===== src/rtl/vssc_defs.vh =====
// Register offsets, field positions and reset values for the sprite surface config block
`ifndef VSSC_DEFS_VH
`define VSSC_DEFS_VH
`define VSSC_ADDR_W          20
`define VSSC_OFS_LINEAR      20'h72184
`define VSSC_OFS_STRIDE      20'h72188
`define VSSC_OFS_POSITION    20'h7218C
`define VSSC_OFS_CONTROL     20'h72180
`define VSSC_OFS_SURFACE     20'h7219C
`define VSSC_RST_WORD        32'h00000000
`define VSSC_CTL_TILED_BIT   10
`define VSSC_CTL_DKEY_BIT    2
`define VSSC_CTL_ROT_BIT     15
`define VSSC_CTL_ORDER_HI    17
`define VSSC_CTL_ORDER_LO    16
`define VSSC_STRIDE_HI       14
`define VSSC_STRIDE_LO       6
`define VSSC_POS_Y_HI        27
`define VSSC_POS_Y_LO        16
`define VSSC_POS_X_HI        11
`define VSSC_POS_X_LO        0
`define VSSC_ORD_YUYV        2'h0
`define VSSC_ORD_UYVY        2'h1
`define VSSC_ORD_YVYU        2'h2
`define VSSC_ORD_VYUY        2'h3
`endif


===== src/rtl/vssc_yuv_unpack.v =====
// Byte to channel mapping of one packed YUV 4:2:2 pixel pair
`include "vssc_defs.vh"
`default_nettype none
module vssc_yuv_unpack (
  input  wire [31:0] pix_word,
  input  wire [1:0]  byte_order,
  output reg  [7:0]  y1,
  output reg  [7:0]  u,
  output reg  [7:0]  y2,
  output reg  [7:0]  v
);
  always @* begin
    y1 = pix_word[7:0];
    u  = pix_word[15:8];
    y2 = pix_word[23:16];
    v  = pix_word[31:24];
    case (byte_order)
      `VSSC_ORD_YUYV: begin
        y1 = pix_word[7:0];
        u  = pix_word[15:8];
        y2 = pix_word[23:16];
        v  = pix_word[31:24];
      end
      `VSSC_ORD_UYVY: begin
        y1 = pix_word[15:8];
        u  = pix_word[7:0];
        y2 = pix_word[31:24];
        v  = pix_word[23:16];
      end
      `VSSC_ORD_YVYU: begin
        y1 = pix_word[7:0];
        u  = pix_word[31:24];
        y2 = pix_word[23:16];
        v  = pix_word[15:8];
      end
      `VSSC_ORD_VYUY: begin
        y1 = pix_word[15:8];
        u  = pix_word[23:16];
        y2 = pix_word[31:24];
        v  = pix_word[7:0];
      end
      default: begin
        y1 = pix_word[7:0];
        u  = pix_word[15:8];
        y2 = pix_word[23:16];
        v  = pix_word[31:24];
      end
    endcase
  end
endmodule
`default_nettype wire


===== src/rtl/vssc_dest_key.v =====
// Destination colour key pixel select
`default_nettype none
module vssc_dest_key (
  input  wire        key_en,
  input  wire [23:0] key_value,
  input  wire [23:0] key_mask,
  input  wire [23:0] primary_pix,
  input  wire [23:0] sprite_pix,
  output wire [23:0] out_pix
);
  wire match;
  // Mask zero bits ignore mismatches
  assign match   = ((primary_pix ^ key_value) & key_mask) == 24'h000000;
  assign out_pix = (key_en && match) ? sprite_pix : primary_pix;
endmodule
`default_nettype wire


===== src/rtl/vssc_top.v =====
// Sprite surface configuration registers with vertical blank double buffering
`include "vssc_defs.vh"
`default_nettype none
module vssc_top #(
  parameter ADDR_W = `VSSC_ADDR_W
) (
  input  wire              ref_clk,
  input  wire              resetn,
  input  wire              reg_wr,
  input  wire              reg_rd,
  input  wire [ADDR_W-1:0] reg_addr,
  input  wire [31:0]       reg_wdata,
  output reg  [31:0]       reg_rdata,
  input  wire              cmd_stride_vld,
  input  wire [31:0]       cmd_stride_data,
  input  wire              vblank_start,
  input  wire              pipe_enable,
  input  wire              sprite_enable,
  input  wire [31:0]       surface_base,
  input  wire [31:0]       pix_word,
  input  wire [23:0]       key_value,
  input  wire [23:0]       key_mask,
  input  wire [23:0]       primary_pix,
  input  wire [23:0]       sprite_pix,
  output reg               tiled_mode,
  output reg               rotate_180,
  output reg  [31:0]       start_addr,
  output reg  [8:0]        stride_active,
  output reg  [11:0]       pos_x_active,
  output reg  [11:0]       pos_y_active,
  output reg  [7:0]        chan_y1,
  output reg  [7:0]        chan_u,
  output reg  [7:0]        chan_y2,
  output reg  [7:0]        chan_v,
  output reg  [23:0]       blend_pix
);
  reg  [31:0] control_r;
  reg  [31:0] lin_pend_r;
  reg  [31:0] lin_act_r;
  reg  [8:0]  stride_pend_r;
  reg  [11:0] posx_pend_r;
  reg  [11:0] posy_pend_r;
  reg         armed_r;
  reg         pipe_en_d_r;
  reg         spr_en_d_r;
  wire        wr_ctl;
  wire        wr_lin;
  wire        wr_str;
  wire        wr_pos;
  wire        wr_surf;
  wire        pipe_off;
  wire        spr_fall;
  wire        lin_load;
  wire        arm_load;
  wire [31:0] lin_next;
  wire [8:0]  str_next;
  wire [7:0]  un_y1;
  wire [7:0]  un_u;
  wire [7:0]  un_y2;
  wire [7:0]  un_v;
  wire [23:0] key_pix;

  assign wr_ctl   = reg_wr && (reg_addr == `VSSC_OFS_CONTROL);
  assign wr_lin   = reg_wr && (reg_addr == `VSSC_OFS_LINEAR);
  assign wr_str   = reg_wr && (reg_addr == `VSSC_OFS_STRIDE);
  assign wr_pos   = reg_wr && (reg_addr == `VSSC_OFS_POSITION);
  assign wr_surf  = reg_wr && (reg_addr == `VSSC_OFS_SURFACE);
  assign pipe_off = !pipe_enable;
  assign spr_fall = spr_en_d_r && !sprite_enable;
  // A pending write in the same cycle as the load point goes straight through
  assign lin_next = wr_lin ? reg_wdata : lin_pend_r;
  assign lin_load = vblank_start || pipe_off;
  // Register write takes precedence over a command packet in the same cycle
  assign str_next = wr_str ? reg_wdata[`VSSC_STRIDE_HI:`VSSC_STRIDE_LO] :
                    cmd_stride_data[`VSSC_STRIDE_HI:`VSSC_STRIDE_LO];
  assign arm_load = (armed_r || wr_surf) && (vblank_start || pipe_off || spr_fall);

  always @(posedge ref_clk or negedge resetn) begin
    if (!resetn) begin
      control_r     <= `VSSC_RST_WORD;
      lin_pend_r    <= `VSSC_RST_WORD;
      lin_act_r     <= `VSSC_RST_WORD;
      stride_pend_r <= 9'h000;
      posx_pend_r   <= 12'h000;
      posy_pend_r   <= 12'h000;
      armed_r       <= 1'b0;
      pipe_en_d_r   <= 1'b0;
      spr_en_d_r    <= 1'b0;
      stride_active <= 9'h000;
      pos_x_active  <= 12'h000;
      pos_y_active  <= 12'h000;
    end else begin
      pipe_en_d_r <= pipe_enable;
      spr_en_d_r  <= sprite_enable;
      if (wr_ctl) begin
        control_r <= reg_wdata;
      end
      if (wr_lin) begin
        lin_pend_r <= reg_wdata;
      end
      if (lin_load) begin
        lin_act_r <= lin_next;
      end
      if (wr_str || cmd_stride_vld) begin
        stride_pend_r <= str_next;
      end
      if (wr_pos) begin
        posx_pend_r <= reg_wdata[`VSSC_POS_X_HI:`VSSC_POS_X_LO];
        posy_pend_r <= reg_wdata[`VSSC_POS_Y_HI:`VSSC_POS_Y_LO];
      end
      if (arm_load) begin
        stride_active <= (wr_str || cmd_stride_vld) ? str_next : stride_pend_r;
        pos_x_active  <= wr_pos ? reg_wdata[`VSSC_POS_X_HI:`VSSC_POS_X_LO] : posx_pend_r;
        pos_y_active  <= wr_pos ? reg_wdata[`VSSC_POS_Y_HI:`VSSC_POS_Y_LO] : posy_pend_r;
        armed_r       <= 1'b0;
      end else if (wr_surf) begin
        armed_r <= 1'b1;
      end
    end
  end

  // Read returns pending copies; stride and position reserved bits read zero, control reads back as written, unmapped reads zero
  always @(posedge ref_clk or negedge resetn) begin
    if (!resetn) begin
      reg_rdata <= `VSSC_RST_WORD;
    end else if (reg_rd) begin
      case (reg_addr)
        `VSSC_OFS_CONTROL:  reg_rdata <= control_r;
        `VSSC_OFS_LINEAR:   reg_rdata <= lin_pend_r;
        `VSSC_OFS_STRIDE:   reg_rdata <= {17'h00000, stride_pend_r, 6'h00};
        `VSSC_OFS_POSITION: reg_rdata <= {4'h0, posy_pend_r, 4'h0, posx_pend_r};
        default:            reg_rdata <= `VSSC_RST_WORD;
      endcase
    end
  end

  vssc_yuv_unpack u_unpack (
    .pix_word   (pix_word),
    .byte_order (control_r[`VSSC_CTL_ORDER_HI:`VSSC_CTL_ORDER_LO]),
    .y1         (un_y1),
    .u          (un_u),
    .y2         (un_y2),
    .v          (un_v)
  );

  vssc_dest_key u_key (
    .key_en      (control_r[`VSSC_CTL_DKEY_BIT]),
    .key_value   (key_value),
    .key_mask    (key_mask),
    .primary_pix (primary_pix),
    .sprite_pix  (sprite_pix),
    .out_pix     (key_pix)
  );

  always @(posedge ref_clk or negedge resetn) begin
    if (!resetn) begin
      tiled_mode <= 1'b0;
      rotate_180 <= 1'b0;
      start_addr <= `VSSC_RST_WORD;
      chan_y1    <= 8'h00;
      chan_u     <= 8'h00;
      chan_y2    <= 8'h00;
      chan_v     <= 8'h00;
      blend_pix  <= 24'h000000;
    end else begin
      // Tiled layout is X-major only; the fetch side uses tile addressing
      tiled_mode <= control_r[`VSSC_CTL_TILED_BIT];
      // Position fields are taken as lower-right corner by the fetch when set
      rotate_180 <= control_r[`VSSC_CTL_ROT_BIT];
      if (control_r[`VSSC_CTL_TILED_BIT]) begin
        start_addr <= surface_base;
      end else begin
        start_addr <= surface_base + lin_act_r;
      end
      chan_y1   <= un_y1;
      chan_u    <= un_u;
      chan_y2   <= un_y2;
      chan_v    <= un_v;
      blend_pix <= key_pix;
    end
  end

  // Unused state of the delayed pipe enable is kept for a clean falling edge view
  wire unused_pipe_d;
  assign unused_pipe_d = pipe_en_d_r;
endmodule
`default_nettype wire


===== config.mk =====
export PLATFORM = sky130hd
export DESIGN_NAME = vssc_top
export DESIGN_NICKNAME = d
export VERILOG_FILES = /design/src/rtl/vssc_yuv_unpack.v /design/src/rtl/vssc_dest_key.v /design/src/rtl/vssc_top.v
export VERILOG_INCLUDE_DIRS = /design/src /design/src/rtl
export SDC_FILE = /design/constraint.sdc
export NUM_CORES = 1
export LEC_CHECK = 0
export BUFFER_PORTS_ARGS = -buffer_cell sky130_fd_sc_hd__buf_2
export CORE_UTILIZATION = 30
export CTS_CLUSTER_SIZE = 12
export DETAILED_ROUTE_END_ITERATION = 7
export PLACE_DENSITY = 0.47
export SYNTH_ARGS = -nofsm -noshare
export SYNTH_HDL_FRONTEND = slang
export SYNTH_SLANG_ARGS = --single-unit

===== constraint.sdc =====
create_clock -name ref_clk -period 3.5 [get_ports ref_clk]
set_input_delay 0.35 -clock ref_clk [delete_from_list [all_inputs] [get_ports ref_clk]]
set_output_delay 0.35 -clock ref_clk [all_outputs]
set_load 0.02 [all_outputs]

==> summary.txt <==
Drt
  – 1st-iter DRT viols: 563
  – Drt pass-1 iters: 5
  – DR WL/cell: approximately 19 µm
  – Final WL: 41200 µm
  – Detailed-route via count: 10319
  – DRC Markers: 0
  – Via/cell ratio: 4.73
  – Routed Antenna Nets: 0

Critical path
  – Critical path class: reg -> reg
  – Critical path, cell by cell: ha_1 -> fa_1 -> a21oi_1 -> o211ai_1 -> nand4_1 -> nand2_1 -> a21oi_1 -> o21ai_0 -> xnor2_1 -> o21ai_0
  – CP startpoint: lin_act_r[0]$_DFFE_PN0N_
  – Critical Path Slowest Stage Cell: a21oi_1
  – Setup crit start kind: flip-flop
  – Req. time, crit path: 3.87 ns
  – Critical path arrival: roughly 3.3 ns
  – Crit end category: flip-flop
  – CP Max Fanout: 4
  – Worst r2r src: lin_act_r[0]$_DFFE_PN0N_
  – CP max stage delay: about 0.48 ns

Placement
  – GP Congestion: 0.850
  – Post-Place Cells: 2105
  – Dpl hpwl: ~30000 µm
  – Input/output buffers: about 380
  – Pre-CTS setup slack: 0.569 ns

Clock network
  – CTS Buffer Depth: 3
  – Reg clk slew, reported paths: 0.06 ns
  – Clock latency on the worst-skew pair: 0.54 ns
  – CTS Buf Count: 36
  – TritonCTS Sinks: 286
  – CTS root buf: clkbuf_16
  – TritonCTS clock tree: built
  – H-tree Lvls: 2

Die
  – Initial Util: 30.5%
  – Core ar.: 44300 µm²
  – Die Y-Extent: 214 µm
  – I/O pin total: 407
  – Die X: 214 µm
  – Row count: 77
  – Total Die Area: about 46000 µm²

Logic synthesis
  – Cell area after synthesis: 13500 µm²
  – Number of enable flip-flop cells after synthesis: 0
  – Synth Area per Inst: 11.5 µm²
  – Top post-synthesis cells by area: dfrtp_1 (53%), mux2_2 (9.4%), nand2_1 (4.1%), mux4_2 (3.7%), ha_1 (2.9%)
  – Synth Area in Adders: 3.02%
  – Yosys Warn Count: 0
  – Synth async-reset ratio: 100%
  – Share of the synthesized area in the top cell type: between 50% and 60%
  – Mux cell area share after synthesis: 17.3%
  – Syn Nets: 1458
  – Synth Instances: 1174
  – Post-synthesis xor/xnor area fraction: 3.37%
  – Simple-gate share of the synthesized area: 9.10%
  – Seq/Total Area, Yosys: 52.9%
  – Yosys cell types: 70
  – Largest family of logic cells by synthesized area: multiplexers
  – Synth Area in Compound Gates: 10.4%
  – Dominant cell type by area after synthesis: dfrtp_1
  – #FFs+latches synth: between 200 and 300
  – Post-synth top flop: dfrtp_1

STA
  – Worst-margin pin slew: 1.07 ns
  – Slew Limit Headroom: 28.6%
  – Setup TNS: 0 ns
  – Fin. Hold Viols: 0
  – Max Fclk: 348 MHz
  – Period minus WS final: 2.87 ns
  – Final setup violation count: 0
  – Skew final: 0.0134 ns
  – Final worst slack: 0.628 ns
  – Final period util: ~82%
  – Slew Limit Fails: 0
  – RSZ-0062 raised after global routing: no

Power and ir drop
  – PnR Total Power: 8.04 mW
  – VDD IR max: 0.269 mV
  – Pwr/cell area: ~460 nW/µm²
  – Leakage power: approximately 8.7 nW

Global routing
  – Initial antenna violation count: 1
  – Largest net degree at the start of global routing: 78
  – Vias in the first global route: 10913
  – Global route overflow: 0
  – Tot GR Track Use: 18.1%
  – First-pass GRT wire length: between 60000 and 70000 µm

Cells and area
  – Area of the multi-input gates: 5860 µm²
  – Register area: 7160 µm²
  – Ratio of cells with drive above 1 in the final layout: around two fifths
  – Area Growth Syn to Fin: 28.4%
  – Post-Layout Cell Count: 2180
  – Fill count: 4509
  – Most frequent cells in the layout: buf_2 (382), dfrtp_1 (285), nand2_1 (148)
  – Layout net count: 1845
  – Commonest non-fill, non-tap cell in the layout: buf_2
  – Final Core Density: 39.2%

Run status
  – Status: finished clean

Min path
  – HP Start: surface_base[19]
  – Worst hold path type: in -> reg

Job
  – Max Cap Viol: 0
==> power breakdown <==
| part | internal [mW] | switching (mW) | total, mW |
|---|---|---|---|
| clock | 2.27 | 1.47 | 3.74 |
| sequential | 3.39 | 0.0464 | 3.44 |
| combinational | 0.355 | 0.516 | 0.871 |
==> metal layers <==
| metal | up-vias | GRT usage [%] | wire, µm |
|---|---|---|---|
| met5 | - | 0 | 0 |
| met4 | 0 | 4.93 | 886 |
| met3 | 53 | 3.53 | 2040 |
| met2 | 273 | 29.6 | 19500 |
| met1 | 5060 | 24.3 | 18700 |
| li1 | 4933 | - | - |
==> registers in the layout, summed over array words and instances, names as in the netlist, 12 cells and up <==
register and cells:
pos_x_active 12, start_addr 32, control_r 32, pos_y_active 12
lin_act_r 32, blend_pix 24, posy_pend_r 12, posx_pend_r 12
lin_pend_r 32, reg_rdata 32
==> Yosys cell counts, types with 5 or more instances <==
cell	instances
a21o_1	7
a21oi_1	61
a22oi_1	8
a31oi_1	36
and2_1	5
buf_1	9
buf_2	5
buf_4	8
buf_6	10
clkbuf_1	29
dfrtp_1	286
ha_1	31
inv_1	47
mux2_1	16
mux2_2	113
mux2i_1	38
mux4_2	22
nand2_1	148
nand3_1	6
nand4_1	11
nor2_1	79
o211ai_1	5
o21ai_0	44
o21bai_1	6
o22ai_1	33
xnor2_1	17
xor2_1	35
==> logic make-up after synthesis <==
| kind of cell | count (synthesis) |
|---|---|
| flip-flops | 286 |
| AND/OR/NAND/NOR | 279 |
| AO/OA/AOI/OAI | 226 |
| multiplexers | 190 |
| buffers and inverters | 109 |
| XOR/XNOR | 52 |
| adder cells (fa/ha/maj) | 32 |
==> worst paths after layout <==
check                      slack, ns  cells after the start                       end
max reg2reg                     0.63                     10  start_addr[20]$_DFF_PN0_
min                             0.04                      3  start_addr[19]$_DFF_PN0_
min reg2reg                     0.40                      0      rotate_180$_DFF_PN0_
max                             0.63                     10  start_addr[20]$_DFF_PN0_
min in group asynchronous       0.36                      2   start_addr[3]$_DFF_PN0_
max in group asynchronous       2.28                      3      chan_y2[0]$_DFF_PN0_
==> critical path: cells and delay by family (launching register included) <==
kind	cells	cell delay, ns
fa+ha+maj	2	0.66
compound gates	5	1.19
simple gates	2	0.29
flops	1	0.40
xor+xnor	1	0.18
==> area by class of cell <==
| type | instances | share of cell area, % |
|---|---|---|
| Sequential cell | 286 | 41.2 |
| Multi-Input combinational cell | 779 | 33.7 |
| Timing Repair Buffer | 411 | 13.0 |
| Clock buffer | 54 | 5.92 |
| Tap cell | 592 | 4.26 |
| Inverter | 47 | 1.02 |
| Clock inverter | 10 | 0.893 |
| Antenna cell | 1 | 0.0144 |
==> through the flow <==
step	instance area (µm²)	hold slack (ns)
after floorplan	13500	0.0544
after global placement	16100	0.363
after global routing	17400	0.00937
after CTS	17400	0.000523
after detailed placement	16100	0.361
final	17400	0.0351
==> repair_timing <==
action                                 4_1_cts  5_1_grt
hold buffers                                10        0
setup buffers                                0        0
endpoints found under the hold margin       78        0
gates resized for setup                      0        0
Power figures use the tool's default switching activity.
